==> config.mk <==
export PLATFORM = sky130hd
export DESIGN_NAME = rsc_top
export DESIGN_NICKNAME = d
export VERILOG_FILES = /design/src/rsc_pkg.sv /design/src/rsc_top.sv
export SDC_FILE = /design/constraint.sdc
export NUM_CORES = 1
export LEC_CHECK = 0
export ABC_AREA = 1
export BUFFER_PORTS_ARGS = -buffer_cell sky130_fd_sc_hd__buf_2
export CAP_MARGIN = 40
export CORE_UTILIZATION = 55
export DETAILED_ROUTE_END_ITERATION = 12
export PLACE_DENSITY = 0.78
export SLEW_MARGIN = 20
export SYNTH_ARGS = -nofsm -noshare
export SYNTH_HDL_FRONTEND = slang
export SYNTH_SLANG_ARGS = --single-unit
==> constraint.sdc <==
create_clock -name pclk -period 3.2 [get_ports pclk]
set_input_delay 0.32 -clock pclk [delete_from_list [all_inputs] [get_ports pclk]]
set_output_delay 0.32 -clock pclk [all_outputs]
set_load 0.01 [all_outputs]
==> src/rsc_pkg.sv <==
package rsc_pkg;
  // clock and start-up timing
  localparam int unsigned CLK_KHZ = 100000;
  localparam int unsigned POR_DELAY_MS = 48;
  localparam int unsigned CLR_DELAY_MS = 16;
  localparam int unsigned POR_DELAY_CYC = POR_DELAY_MS * CLK_KHZ;
  localparam int unsigned CLR_DELAY_CYC = CLR_DELAY_MS * CLK_KHZ;
  localparam int unsigned FAULT_DELAY_CYC = 16;
  localparam int unsigned BO_FILTER_CYC = 8;

  // register map, byte addresses
  localparam int unsigned ADDR_W = 8;
  localparam logic [7:0] ADDR_GUARD = 8'h00;
  localparam logic [7:0] ADDR_FLAGS = 8'h04;
  localparam logic [7:0] ADDR_LEVEL = 8'h08;

  // pin function codes
  localparam logic [7:0] GUARD_GPIO = 8'h55;
  localparam logic [7:0] GUARD_CLEAR = 8'hAA;
  localparam logic [7:0] GUARD_RESET = GUARD_GPIO;

  // brownout level codes
  localparam logic [7:0] LVL_2V10 = 8'h55;
  localparam logic [7:0] LVL_2V55 = 8'h33;
  localparam logic [7:0] LVL_3V15 = 8'h99;
  localparam logic [7:0] LVL_3V80 = 8'hAA;
  localparam logic [7:0] LEVEL_RESET = LVL_2V10;

  // reset cause flag positions
  localparam int unsigned FLAGS_W = 4;
  localparam int unsigned FLG_WDT = 0;
  localparam int unsigned FLG_LVL = 1;
  localparam int unsigned FLG_BO = 2;
  localparam int unsigned FLG_GUARD = 3;
  localparam logic [3:0] FLAGS_RESET = 4'h0;

  typedef enum logic [1:0] {THR_2V10, THR_2V55, THR_3V15, THR_3V80} rsc_thr_t;

  function automatic logic rsc_guard_ok(input logic [7:0] code);
    return (code == GUARD_GPIO) || (code == GUARD_CLEAR);
  endfunction

  function automatic logic rsc_level_ok(input logic [7:0] code);
    return (code == LVL_2V10) || (code == LVL_2V55) || (code == LVL_3V15) ||
           (code == LVL_3V80);
  endfunction

  function automatic rsc_thr_t rsc_level_thr(input logic [7:0] code);
    rsc_thr_t t;
    t = THR_2V10;
    if (code == LVL_2V55) t = THR_2V55;
    if (code == LVL_3V15) t = THR_3V15;
    if (code == LVL_3V80) t = THR_3V80;
    return t;
  endfunction
endpackage

==> src/rsc_top.sv <==
// Overview of operation
// - power-on reset holds core reset so program counter restarts at zero.
// - after power-on, port data and control registers are preset to all ones.
// - power-on holds internal reset for the 48 ms start-up delay.
// - enabled external clear pin driven low resets the core.
// - after clear pin returns high, wait 16 ms before running.
// - pin code 0x55 selects general I/O, 0xAA selects external clear.
// - any other pin code resets after fault delay and sets guard fault flag.
// - guard fault flag set only by that fault, cleared only by writing zero.
// - every reset except watchdog time-out restores pin code to 0x55.
// - clear-pin selection overrides all other pin sharing controls.
// - upper four bits of the cause flag register read zero.
// - brownout on except during power-down; resets only when low supply outlasts filter time.
// - genuine brownout sets brownout flag; cleared only by writing zero.
// - level codes 0x55, 0x33, 0x99, 0xAA select 2.1, 2.55, 3.15, 3.8 V.
// - invalid level code resets after fault delay and restores level code.
// - genuine low-voltage reset leaves the level code unchanged.
// - level code fault flag set on invalid code; cleared only by writing zero.
// - brownout detector disabled during power-down.
// - external clear reset keeps some registers and resumes after pin high.
// - level code register holds 0x55 after power-on.
// - watchdog control fault sets its flag; cleared only by writing zero.
`timescale 1ns/1ps
module rsc_top #(
  parameter int unsigned POR_CYC = rsc_pkg::POR_DELAY_CYC,
  parameter int unsigned CLR_CYC = rsc_pkg::CLR_DELAY_CYC,
  parameter int unsigned FAULT_CYC = rsc_pkg::FAULT_DELAY_CYC,
  parameter int unsigned BO_FILT_CYC = rsc_pkg::BO_FILTER_CYC
) (
  input wire logic pclk,
  input wire logic presetn,
  input wire logic psel,
  input wire logic penable,
  input wire logic pwrite,
  input wire logic [rsc_pkg::ADDR_W-1:0] paddr,
  input wire logic [31:0] pwdata,
  output logic [31:0] prdata,
  output logic pready,
  output logic pslverr,
  input wire logic external_clear_pin,
  input wire logic supply_low,
  input wire logic power_down,
  input wire logic watchdog_timeout,
  input wire logic watchdog_ctrl_fault,
  output logic core_rst_n,
  output logic port_preset,
  output logic pin_clear_sel,
  output logic pin_gpio_sel,
  output logic brownout_en,
  output rsc_pkg::rsc_thr_t brownout_threshold
);
  import rsc_pkg::*;

  localparam int unsigned MAXC = (POR_CYC > CLR_CYC) ? POR_CYC : CLR_CYC;
  localparam int unsigned CW = $clog2(MAXC + 1);
  localparam int unsigned BW = $clog2(BO_FILT_CYC + 1);

  generate
    if (POR_CYC < 1 || CLR_CYC < 1 || FAULT_CYC < 1 || FAULT_CYC > MAXC ||
        BO_FILT_CYC < 1) begin : g_bad
      $error("rsc_top: delay parameters out of range");
    end
  endgenerate

  typedef enum {RS_HOLD, RS_EXT_LOW, RS_FAULT_DLY, RS_RUN} rsc_state_t;

  rsc_state_t state_q, state_d;
  logic [CW-1:0] cnt_q, cnt_d;
  logic [BW-1:0] bo_cnt_q, bo_cnt_d;
  logic [7:0] guard_q, guard_d;
  logic [7:0] level_q, level_d;
  logic [FLAGS_W-1:0] flags_q, flags_d;
  logic fault_lvl_q, fault_lvl_d;
  logic fault_grd_q, fault_grd_d;
  logic por_q, por_d;
  logic core_rst_n_q;
  logic [31:0] prdata_q;

  // bus decode
  wire hit_guard = (paddr == ADDR_GUARD);
  wire hit_flags = (paddr == ADDR_FLAGS);
  wire hit_level = (paddr == ADDR_LEVEL);
  wire hit_any = hit_guard | hit_flags | hit_level;
  wire access = psel & penable;
  wire wr_ok = access & pwrite & hit_any;
  wire rd_setup = psel & ~penable & ~pwrite;
  wire wr_guard = wr_ok & hit_guard;
  wire wr_flags = wr_ok & hit_flags;
  wire wr_level = wr_ok & hit_level;
  wire [31:0] rd_mux = hit_guard ? {24'h000000, guard_q} :
                       hit_flags ? {28'h0000000, flags_q} :
                       hit_level ? {24'h000000, level_q} : 32'h00000000;

  assign pready = 1'b1;
  assign pslverr = access & ~hit_any;
  assign prdata = prdata_q;

  // pin sharing and brownout controls
  assign pin_clear_sel = (guard_q == GUARD_CLEAR);
  assign pin_gpio_sel = (guard_q == GUARD_GPIO) & ~pin_clear_sel;
  assign brownout_en = ~power_down;
  assign brownout_threshold = rsc_level_thr(level_q);
  assign core_rst_n = core_rst_n_q;
  assign port_preset = por_q;

  // event detection
  wire bo_trip = brownout_en & supply_low & (bo_cnt_q == BW'(BO_FILT_CYC));
  wire ext_assert = pin_clear_sel & ~external_clear_pin;
  wire run = (state_q == RS_RUN);
  wire core_rst_n_d = (state_d == RS_RUN) | (state_d == RS_FAULT_DLY);
  wire guard_bad = ~rsc_guard_ok(guard_q);
  wire level_bad = ~rsc_level_ok(level_q);
  wire fault_done = (state_q == RS_FAULT_DLY) & (cnt_q == '0);
  wire wdt_ctrl_ev = run & watchdog_ctrl_fault;
  wire soft_restore = ~bo_trip & ~ext_assert;
  wire guard_restore = bo_trip | ext_assert | (soft_restore & (fault_done | wdt_ctrl_ev));
  wire level_restore = soft_restore & fault_done & fault_lvl_q;

  // brownout filter
  always_comb begin
    bo_cnt_d = '0;
    if (brownout_en && supply_low) begin
      bo_cnt_d = (bo_cnt_q == BW'(BO_FILT_CYC)) ? bo_cnt_q : bo_cnt_q + 1'b1;
    end
  end

  // reset sequencer
  always_comb begin
    state_d = state_q;
    cnt_d = cnt_q;
    fault_lvl_d = fault_lvl_q;
    fault_grd_d = fault_grd_q;
    por_d = por_q;
    if (bo_trip) begin
      state_d = RS_HOLD;
      cnt_d = CW'(POR_CYC - 1);
    end else if (ext_assert) begin
      state_d = RS_EXT_LOW;
    end else begin
      unique case (state_q)
        RS_HOLD: begin
          if (cnt_q == '0) begin
            state_d = RS_RUN;
            por_d = 1'b0;
          end else begin
            cnt_d = cnt_q - 1'b1;
          end
        end
        RS_EXT_LOW: begin
          if (external_clear_pin) begin
            state_d = RS_HOLD;
            cnt_d = CW'(CLR_CYC - 1);
          end
        end
        RS_FAULT_DLY: begin
          if (cnt_q == '0) begin
            state_d = RS_HOLD;
            cnt_d = CW'(CLR_CYC - 1);
          end else begin
            cnt_d = cnt_q - 1'b1;
          end
        end
        RS_RUN: begin
          if (watchdog_ctrl_fault || watchdog_timeout) begin
            state_d = RS_HOLD;
            cnt_d = CW'(CLR_CYC - 1);
          end else if (guard_bad || level_bad) begin
            state_d = RS_FAULT_DLY;
            cnt_d = CW'(FAULT_CYC - 1);
            fault_grd_d = guard_bad;
            fault_lvl_d = level_bad;
          end
        end
      endcase
    end
  end

  // registers
  always_comb begin
    guard_d = guard_q;
    level_d = level_q;
    if (wr_guard) guard_d = pwdata[7:0];
    if (guard_restore) guard_d = GUARD_RESET;
    if (wr_level) level_d = pwdata[7:0];
    if (level_restore) level_d = LEVEL_RESET;
    flags_d = flags_q;
    if (wr_flags) flags_d = flags_q & pwdata[FLAGS_W-1:0];
    flags_d[FLG_GUARD] = flags_d[FLG_GUARD] | (soft_restore & fault_done & fault_grd_q);
    flags_d[FLG_LVL] = flags_d[FLG_LVL] | (soft_restore & fault_done & fault_lvl_q);
    flags_d[FLG_BO] = flags_d[FLG_BO] | bo_trip;
    flags_d[FLG_WDT] = flags_d[FLG_WDT] | (soft_restore & wdt_ctrl_ev);
  end

  always_ff @(posedge pclk or negedge presetn) begin
    if (!presetn) begin
      state_q <= RS_HOLD;
      cnt_q <= CW'(POR_CYC - 1);
      bo_cnt_q <= '0;
      guard_q <= GUARD_RESET;
      level_q <= LEVEL_RESET;
      flags_q <= FLAGS_RESET;
      fault_lvl_q <= 1'b0;
      fault_grd_q <= 1'b0;
      por_q <= 1'b1;
      core_rst_n_q <= 1'b0;
      prdata_q <= 32'h00000000;
    end else begin
      state_q <= state_d;
      cnt_q <= cnt_d;
      bo_cnt_q <= bo_cnt_d;
      guard_q <= guard_d;
      level_q <= level_d;
      flags_q <= flags_d;
      fault_lvl_q <= fault_lvl_d;
      fault_grd_q <= fault_grd_d;
      por_q <= por_d;
      core_rst_n_q <= core_rst_n_d;
      if (rd_setup) prdata_q <= rd_mux;
    end
  end
endmodule // rsc_top

==> flow_results.xml, run 1 <==
<?xml version="1.0" encoding="UTF-8"?>
<metrics>
  <group name="routing">
    <metric name="ant_nets" unit="">0</metric>
    <metric name="detailedRoute.firstPassIterationCount" unit="">5</metric>
    <metric name="routed_wl" unit="mm">12.1</metric>
    <metric name="number_of_design_rule_violations_left_by_the_first_detailed_router_iteration" unit="">272</metric>
    <metric name="number_of_design_rule_violations_left_after_detail_routing" unit="">0</metric>
    <metric name="routed-via-count" unit="">4677</metric>
    <metric name="route.detailed.vias_per_inst" unit="">5.24</metric>
    <metric name="routed_wire_length_per_instance" unit="microns">13.5</metric>
  </group>
  <group name="synthesis">
    <metric name="postSynth.topFlopCell" unit="">sky130_fd_sc_hd__dfrtp_1</metric>
    <metric name="syn_inst" unit="">710</metric>
    <metric name="synth.cell_area" unit="sq mm">0.00551</metric>
    <metric name="number_of_warnings_reported_in_the_yosys_synthesis_log" unit="">0</metric>
    <metric name="netlist-cell-type-count" unit="">47</metric>
    <metric name="synth-async-reset-ratio" unit="">1.00</metric>
    <metric name="sequential_area_share_after_synthesis" unit="">0.419</metric>
    <metric name="synth.avg_cell_area" unit="sq um">7.76</metric>
    <metric name="synth_edf_count" unit="">0</metric>
    <metric name="ys_ff_latch" unit="">91</metric>
  </group>
  <group name="placement">
    <metric name="placedCellCount" unit="">875</metric>
    <metric name="placed_area" unit="sq mm">0.00573</metric>
    <metric name="last_weighted_congestion_value_of_the_routability_driven_placer" unit="">0.919</metric>
    <metric name="io_buffers" unit="">41</metric>
    <metric name="dp_worst_setup_slack" unit="ns">0.737</metric>
    <metric name="place_hpwl" unit="mm">8.99</metric>
  </group>
  <group name="sta">
    <metric name="clock-skew-final" unit="ns">0.0154</metric>
    <metric name="worst_tran_pin_value" unit="ns">0.746</metric>
    <metric name="layout_setup_ws" unit="ns">0.719</metric>
    <metric name="rsz_0062_raised_after_global_routing" unit="">no</metric>
    <metric name="max_freq" unit="MHz">403</metric>
    <metric name="finalHoldViolations" unit="">0</metric>
    <metric name="timing.final.setup_violations" unit="">0</metric>
    <metric name="final_period_minus_worst_setup_slack" unit="ns">2.48</metric>
    <metric name="worst_slew_margin_rel" unit="">0.499</metric>
    <metric name="setup_tns" unit="ns">0</metric>
    <metric name="final_max_slew_viol_count" unit="">0</metric>
    <metric name="timing.final.crit_share" unit="">0.775</metric>
    <metric name="hold-worst-slack" unit="ns">0.183</metric>
  </group>
  <group name="setup_path">
    <metric name="path_class" unit="">reg2reg</metric>
    <metric name="cp.arrival" unit="ns">2.81</metric>
    <metric name="timing.critical_path.required" unit="ns">3.53</metric>
    <metric name="element_type_at_the_critical_path_start" unit="">register</metric>
    <metric name="crit_path_end_kind" unit="">register</metric>
    <metric name="critical_path.max_fanout" unit="">30</metric>
  </group>
  <group name="final_layout">
    <metric name="layout.cell_area.non_filler" unit="sq mm">0.00592</metric>
    <metric name="layout_nets" unit="">807</metric>
    <metric name="final_core_utilization" unit="">0.609</metric>
    <metric name="layout.cells.non_filler" unit="">892</metric>
    <metric name="share_of_post_route_cells_with_drive_strength_above_1" unit="">0.212</metric>
    <metric name="final_cell_mix" unit="">sky130_fd_sc_hd__nand2_1 (147), sky130_fd_sc_hd__nor2_1 (116), sky130_fd_sc_hd__inv_1 (86), sky130_fd_sc_hd__dfrtp_1 (66)</metric>
    <metric name="layout_commonest_cell" unit="">sky130_fd_sc_hd__nand2_1</metric>
    <metric name="antenna-diode-count" unit="">0</metric>
    <metric name="layout-area-overhead-vs-synth" unit="%">7.47</metric>
    <metric name="number_of_fill_cells_in_the_layout" unit="">855</metric>
  </group>
  <group name="floorplanning">
    <metric name="io_pins" unit="">91</metric>
    <metric name="die_width" unit="microns">102</metric>
    <metric name="number_of_rows_created_at_floorplan" unit="">36</metric>
    <metric name="placeable_core_region" unit="sq mm">0.00973</metric>
    <metric name="die-height" unit="microns">102</metric>
    <metric name="fp.dieArea" unit="sq mm">0.0104</metric>
    <metric name="start_util" unit="">0.566</metric>
  </group>
  <group name="power">
    <metric name="leakage_power_figure" unit="nW">3.03</metric>
    <metric name="power_per_cell_area" unit="mW/mm^2">377</metric>
    <metric name="power.ir.vdd_worst" unit="V">0.000288</metric>
    <metric name="totalPowerFinal" unit="mW">2.23</metric>
  </group>
  <group name="clock_network">
    <metric name="clock-sinks" unit="">91</metric>
    <metric name="clock_latency" unit="ns">0.39</metric>
    <metric name="cts_buffer_depth" unit="">2</metric>
    <metric name="postCtsResizedCells" unit="">0</metric>
    <metric name="tritoncts" unit="">done</metric>
    <metric name="numCtsBuffers" unit="">9</metric>
    <metric name="clkSlewWorstSetupHoldPaths" unit="ns">0.11</metric>
    <metric name="post_cts.repair.setup_buffers" unit="">0</metric>
    <metric name="cts-root-buf" unit="">sky130_fd_sc_hd__clkbuf_8</metric>
    <metric name="cts_h_tree_depth" unit="">3</metric>
  </group>
  <group name="global_route">
    <metric name="grt_antenna_before_repair" unit="">0</metric>
    <metric name="grt_pass1_wl" unit="mm">20.4</metric>
    <metric name="grt.total_usage" unit="">0.254</metric>
    <metric name="grt_remaining_overflow" unit="">0</metric>
    <metric name="vias_in_the_first_global_route" unit="">4459</metric>
    <metric name="grt_start_max_net_pins" unit="">50</metric>
  </group>
  <group name="job">
    <metric name="cap_violations" unit="">0</metric>
  </group>
  <group name="outcome">
    <metric name="outcome" unit="">finished clean</metric>
  </group>
  <group name="worst_hold_path">
    <metric name="hold_path.class" unit="">in2reg</metric>
  </group>
</metrics>
==> registers in the layout, summed over array words and instances (netlist names) <==
name	count
fault_grd_q	1
fault_lvl_q	1
cnt_q	23
port_preset	1
core_rst_n	1
bo_cnt_q	4
level_q	8
prdata	8
guard_q	8
state_q	32
flags_q	4
==> per-layer routing <==
metal	part of all wire	wire, microns	global-route usage
met4	0.023	276	0.124
met2	0.48	5820	0.418
met5	0	0	0
met3	0.047	569	0.0376
met1	0.45	5410	0.330
==> layout make-up <==
class,count,area (sq um),area share
Tap cell,133,166,0.0281
Multi-Input combinational cell,504,2620,0.443
Clock buffer,11,141,0.0239
Inverter,101,385,0.0651
Clock inverter,5,42.5,0.00718
Timing Repair Buffer,47,255,0.0431
Sequential cell,91,2310,0.390
==> critical path, stage by stage (launching register included) <==
cell and delay (ns):
sky130_fd_sc_hd__dfrtp_1 0.44, sky130_fd_sc_hd__inv_1 0.07, sky130_fd_sc_hd__ha_1 0.16, sky130_fd_sc_hd__nand3_2 0.12, sky130_fd_sc_hd__nor3_4 0.44, sky130_fd_sc_hd__nor2_1 0.12, sky130_fd_sc_hd__a21oi_2 0.21, sky130_fd_sc_hd__nand3_4 0.24
sky130_fd_sc_hd__inv_4 0.39, sky130_fd_sc_hd__nand4_1 0.13, sky130_fd_sc_hd__nand2_1 0.09
==> cells by family after synthesis <==
kind of cell               synth area share
adders and majority gates           0.00681
other                               0.00136
buffers and inverters                 0.121
AOI/OAI and AO/OA                     0.105
DFF                                   0.419
and+or+nand+nor                       0.320
xor gates and xnor gates             0.0270
==> what timing repair did <==
item | CTS | global route
endpoints found under the setup margin | 0 | 0
hold buffers | 1 | 0
hold endpoints to repair | 27 | 0
==> power by group <==
group          total (mW)  switching (mW)  leakage [nW]  internal (mW)
sequential           1.25          0.0408          1.05           1.21
clock               0.773           0.456        0.0966          0.317
combinational       0.202           0.132          1.88         0.0706
total                2.23           0.628          3.03           1.60
==> synth_stat cells, types with 6 or more instances <==
cell                      number  area (sq um)
sky130_fd_sc_hd__nor3_1        7          35.0
sky130_fd_sc_hd__xnor2_1       7          61.3
sky130_fd_sc_hd__o21ai_0      40           200
sky130_fd_sc_hd__nor2_4        6          67.6
sky130_fd_sc_hd__dfrtp_1      66          1650
sky130_fd_sc_hd__dfstp_2      25           657
sky130_fd_sc_hd__nand3_2       8          80.1
sky130_fd_sc_hd__inv_2        12          45.0
sky130_fd_sc_hd__o21ai_2      13           114
sky130_fd_sc_hd__nor2_1      116           435
sky130_fd_sc_hd__xor2_1       10          87.6
sky130_fd_sc_hd__nand2_2      17           106
sky130_fd_sc_hd__nand3_1      35           175
sky130_fd_sc_hd__a21oi_1      10          50.1
sky130_fd_sc_hd__nand4_1      15          93.8
sky130_fd_sc_hd__nand2_1     147           552
sky130_fd_sc_hd__buf_4        26           195
sky130_fd_sc_hd__inv_1        86           323
==> final timing paths <==
check	from	end	slack (ns)	depth (start not counted)
worst min-delay path	pwdata[5]	guard_q[5]	0.18	3
max in group asynchronous	presetn	cnt_q[12]	1.89	3
worst max-delay path	bo_cnt_q[0]	cnt_q[17]	0.72	10
min in group asynchronous	presetn	cnt_q[20]	0.49	2
worst max register to register	bo_cnt_q[0]	cnt_q[17]	0.72	10
worst min register to register	port_preset	port_preset	0.48	1
Power figures use the tool's default switching activity.
==> run 2, diff against run 1 <==
--- a/config.mk
+++ b/config.mk
@@ -5,12 +5,12 @@
 export SDC_FILE = /design/constraint.sdc
 export NUM_CORES = 1
 export LEC_CHECK = 0
-export ABC_AREA = 1
+export ABC_AREA = 0
 export BUFFER_PORTS_ARGS = -buffer_cell sky130_fd_sc_hd__buf_2
 export CAP_MARGIN = 40
-export CORE_UTILIZATION = 55
+export CORE_UTILIZATION = 50
 export DETAILED_ROUTE_END_ITERATION = 12
-export PLACE_DENSITY = 0.78
+export PLACE_DENSITY = 0.76
 export SLEW_MARGIN = 20
 export SYNTH_ARGS = -nofsm -noshare
 export SYNTH_HDL_FRONTEND = slang
==> constraint.sdc (replaced) <==
create_clock -name pclk -period 2.2 [get_ports pclk]
set_input_delay 0.22 -clock pclk [delete_from_list [all_inputs] [get_ports pclk]]
set_output_delay 0.22 -clock pclk [all_outputs]
set_load 0.01 [all_outputs]
==> flow_results.xml, run 2 <==
<?xml version="1.0" encoding="UTF-8"?>
<metrics>
  <group name="routing">
    <metric name="ant_nets" unit="">0</metric>
    <metric name="routed-via-count" unit="">4568</metric>
    <metric name="number_of_design_rule_violations_left_after_detail_routing" unit="">0</metric>
    <metric name="route.detailed.vias_per_inst" unit="">5.85</metric>
    <metric name="routed_wire_length_per_instance" unit="microns">16.9</metric>
    <metric name="number_of_design_rule_violations_left_by_the_first_detailed_router_iteration" unit="">351</metric>
    <metric name="detailedRoute.firstPassIterationCount" unit="">6</metric>
    <metric name="routed_wl" unit="mm">13.2</metric>
  </group>
  <group name="setup_path">
    <metric name="cpMaxStageDelayCell" unit="">sky130_fd_sc_hd__or4b_4</metric>
    <metric name="cp_common_cell" unit="">sky130_fd_sc_hd__or4b_4</metric>
    <metric name="timing.critical_path.required" unit="ns">2.46</metric>
    <metric name="crit_path_buf_inv_count" unit="">1</metric>
    <metric name="crit_path_end_kind" unit="">register</metric>
    <metric name="path_delay_family" unit="">simple AND/OR/NAND/NOR gates</metric>
    <metric name="r2r_slack" unit="ns">-0.68</metric>
    <metric name="critical_path.max_fanout" unit="">4</metric>
    <metric name="cp.arrival" unit="ns">3.14</metric>
    <metric name="max_stage_delay" unit="ns">0.60</metric>
    <metric name="element_type_at_the_critical_path_start" unit="">register</metric>
    <metric name="crit_chain" unit="">inv_2 &gt; ha_4 &gt; or4b_4 &gt; or4_4 &gt; or4b_4 &gt; nor4b_4 &gt; and2_4 &gt; nor2_1</metric>
    <metric name="path_class" unit="">reg2reg</metric>
  </group>
  <group name="power">
    <metric name="power.ir.vdd_worst" unit="V">0.000469</metric>
    <metric name="leakage_power_figure" unit="nW">3.04</metric>
    <metric name="power_per_cell_area" unit="mW/mm^2">675</metric>
  </group>
  <group name="clock_network">
    <metric name="cts_h_tree_depth" unit="">3</metric>
    <metric name="clkSlewWorstSetupHoldPaths" unit="ns">0.10</metric>
    <metric name="cts-root-buf" unit="">sky130_fd_sc_hd__clkbuf_8</metric>
    <metric name="clock-sinks" unit="">91</metric>
    <metric name="cts_buffer_depth" unit="">2</metric>
    <metric name="clock_latency" unit="ns">0.36</metric>
    <metric name="tritoncts" unit="">done</metric>
    <metric name="numCtsBuffers" unit="">9</metric>
  </group>
  <group name="floorplanning">
    <metric name="placeable_core_region" unit="sq mm">0.00924</metric>
    <metric name="io_pins" unit="">91</metric>
    <metric name="number_of_rows_created_at_floorplan" unit="">35</metric>
    <metric name="die_width" unit="microns">99.5</metric>
    <metric name="start_util" unit="">0.514</metric>
    <metric name="fp.dieArea" unit="sq mm">0.00989</metric>
    <metric name="die-height" unit="microns">99.5</metric>
  </group>
  <group name="final_layout">
    <metric name="final_core_utilization" unit="">0.696</metric>
    <metric name="antenna-diode-count" unit="">0</metric>
    <metric name="number_of_fill_cells_in_the_layout" unit="">651</metric>
    <metric name="layout_commonest_cell" unit="">sky130_fd_sc_hd__buf_4</metric>
    <metric name="layout.cells.non_filler" unit="">781</metric>
    <metric name="layout_nets" unit="">700</metric>
    <metric name="reg_with_most_ffs" unit="">state_q</metric>
    <metric name="layout-area-overhead-vs-synth" unit="%">35.5</metric>
    <metric name="reg.largest.list" unit="">state_q x32, cnt_q x23</metric>
    <metric name="largest_register_ff_count" unit="">32</metric>
    <metric name="layout.cell_area.non_filler" unit="sq mm">0.00643</metric>
    <metric name="share_of_post_route_cells_with_drive_strength_above_1" unit="">0.397</metric>
    <metric name="final_cell_mix" unit="">sky130_fd_sc_hd__buf_4 (101), sky130_fd_sc_hd__dfrtp_1 (66), sky130_fd_sc_hd__buf_2 (41), sky130_fd_sc_hd__nand2_1 (40), sky130_fd_sc_hd__nor2_1 (39)</metric>
  </group>
  <group name="global_route">
    <metric name="grt_antenna_before_repair" unit="">0</metric>
    <metric name="grt_remaining_overflow" unit="">0</metric>
    <metric name="grt.total_usage" unit="">0.260</metric>
    <metric name="vias_in_the_first_global_route" unit="">4281</metric>
    <metric name="grt_start_max_net_pins" unit="">32</metric>
    <metric name="grt_pass1_wl" unit="mm">20.2</metric>
  </group>
  <group name="sta">
    <metric name="rsz_0062_raised_after_global_routing" unit="">yes</metric>
    <metric name="worst_tran_pin_value" unit="ns">0.512</metric>
    <metric name="layout_setup_ws" unit="ns">-0.679</metric>
    <metric name="final_max_slew_viol_count" unit="">0</metric>
    <metric name="worst_slew_margin_rel" unit="">0.656</metric>
    <metric name="timing.final.setup_violations" unit="">75</metric>
    <metric name="timing.final.crit_share" unit="">1.31</metric>
    <metric name="max_freq" unit="MHz">347</metric>
    <metric name="clock-skew-final" unit="ns">0.0130</metric>
    <metric name="finalHoldViolations" unit="">0</metric>
    <metric name="final_period_minus_worst_setup_slack" unit="ns">2.88</metric>
  </group>
  <group name="synthesis">
    <metric name="ys_ff_latch" unit="">91</metric>
    <metric name="synth.top_cells.by_count" unit="">sky130_fd_sc_hd__dfrtp_1 (66), sky130_fd_sc_hd__nand2_1 (45), sky130_fd_sc_hd__nor2_1 (39)</metric>
    <metric name="synth.top_cell.area_share" unit="">0.348</metric>
    <metric name="netlist-cell-type-count" unit="">62</metric>
    <metric name="synth_edf_count" unit="">0</metric>
    <metric name="postSynth.topFlopCell" unit="">sky130_fd_sc_hd__dfrtp_1</metric>
    <metric name="synth.top_cells.by_area" unit="">sky130_fd_sc_hd__dfrtp_1 (35%), sky130_fd_sc_hd__dfstp_2 (14%), sky130_fd_sc_hd__and2_1 (4.3%)</metric>
    <metric name="sequential_area_share_after_synthesis" unit="">0.486</metric>
    <metric name="syn_inst" unit="">493</metric>
    <metric name="synth.avg_cell_area" unit="sq um">9.63</metric>
    <metric name="number_of_warnings_reported_in_the_yosys_synthesis_log" unit="">0</metric>
    <metric name="synth.cell_area" unit="sq mm">0.00475</metric>
    <metric name="synth_top_area_cell" unit="">sky130_fd_sc_hd__dfrtp_1</metric>
    <metric name="synth-async-reset-ratio" unit="">1.00</metric>
    <metric name="synthMostInstantiatedCell" unit="">sky130_fd_sc_hd__dfrtp_1</metric>
  </group>
  <group name="outcome">
    <metric name="violations_in_the_final_reports" unit="">setup timing</metric>
    <metric name="outcome" unit="">complete, but fails checks</metric>
  </group>
  <group name="placement">
    <metric name="last_weighted_congestion_value_of_the_routability_driven_placer" unit="">0.943</metric>
    <metric name="io_buffers" unit="">41</metric>
    <metric name="placedCellCount" unit="">745</metric>
    <metric name="placed_area" unit="sq mm">0.00576</metric>
    <metric name="place_hpwl" unit="mm">9.05</metric>
    <metric name="dp_worst_setup_slack" unit="ns">-0.641</metric>
  </group>
  <group name="job">
    <metric name="cap_violations" unit="">0</metric>
  </group>
  <group name="worst_hold_path">
    <metric name="hold_path.class" unit="">in2reg</metric>
  </group>
</metrics>
==> run 2: cell types whose count changed in the layout (fill, tap and decap cells not counted), sizes merged, moves of 9 or more <==
| cell | previous run | this run |
|---|---|---|
| a22oi | 0 | 9 |
| and2 | 1 | 34 |
| buf | 46 | 159 |
| inv | 104 | 12 |
| a21oi | 11 | 31 |
| xor2 | 10 | 1 |
| nand4 | 18 | 5 |
| nand2 | 168 | 45 |
| a31oi | 2 | 12 |
| nor4 | 1 | 17 |
| nand3 | 45 | 21 |
| o21ai | 54 | 17 |
| nor2 | 126 | 40 |
==> run 2: cell type report <==
cell class | instances | area, sq um | share of cell area
multi-input cells | 375 | 2540 | 0.395
flip-flops and latches | 91 | 2310 | 0.359
repair buffers | 160 | 1180 | 0.184
well taps | 129 | 161 | 0.0251
clock buffers | 10 | 128 | 0.0198
clock inverters | 6 | 71.3 | 0.0111
inverters | 10 | 37.5 | 0.00584
==> run 2: report_power, final <==
group / switching [mW] / internal [mW] / total [mW]
Combinational: 0.595 / 0.568 / 1.16
Sequential: 0.114 / 1.91 / 2.03
Clock: 0.616 / 0.536 / 1.15
Total: 1.33 / 3.02 / 4.34
==> run 2: what timing repair did <==
| item | CTS | global route |
|---|---|---|
| setup endpoints to repair | 75 | 77 |
| resized for setup | 32 | 37 |
| hold endpoints to repair | 18 | 0 |
| buffers inserted | 9 | 6 |
| pin swaps | 18 | 45 |
| hold buffers | 1 | 0 |
| cloned | 1 | 3 |
==> run 2: logic make-up (layout without fill, tap and decap cells) <==
logic type	after synthesis	after routing	share of synthesized area
AND/OR/NAND/NOR	217	220	0.256
AO/OA/AOI/OAI	116	116	0.162
flip-flops	91	91	0.486
buffers and inverters	53	186	0.0643
multiplexers	9	9	0.0192
adder cells (fa/ha/maj)	3	3	0.00791
other	2	25	0.00158
XOR/XNOR	2	2	0.00369
==> run 2: layer usage <==
layer | vias to the layer above | share of wire | global-route usage | routed length [microns]
met1 | 2254 | 0.43 | 0.353 | 5730
met2 | 208 | 0.49 | 0.418 | 6430
li1 | 2072 | - | - | -
met4 | 0 | 0.024 | 0.0939 | 313
met3 | 34 | 0.058 | 0.0506 | 768
met5 | - | 0 | 0 | 0
==> run 2: worst paths after layout <==
check,startpoint,to,depth (start not counted)
max in group asynchronous,presetn,guard_q[6],3
max,cnt_q[1],level_q[1],8
min reg2reg,port_preset,port_preset,2
min in group asynchronous,presetn,state_q[27],2
max reg2reg,cnt_q[1],level_q[1],8
min,pwdata[5],guard_q[5],3
==> run 2: metrics by stage <==
| stage | hold WS (ns) | power, mW | setup TNS [ns] |
|---|---|---|---|
| 6_report | 0.118 | 4.34 | -38.91 |
| 5_1_grt | 0.118 | 4.55 | -43.47 |
| 4_1_cts | 0.103 | 4.28 | -30.10 |
| 3_5_place_dp | 0.160 | 3.07 | -33.13 |
| 3_3_place_gp | 0.149 | 3.02 | -38.40 |
| 2_1_floorplan | -0.0756 | 2.59 | -26.26 |
==> run 2: worst min-delay path: cells and delay by family <==
family,cells,cell delay (ns)
buf+inv,1,0.11
simple gates,1,0.06
compound gates,1,0.06
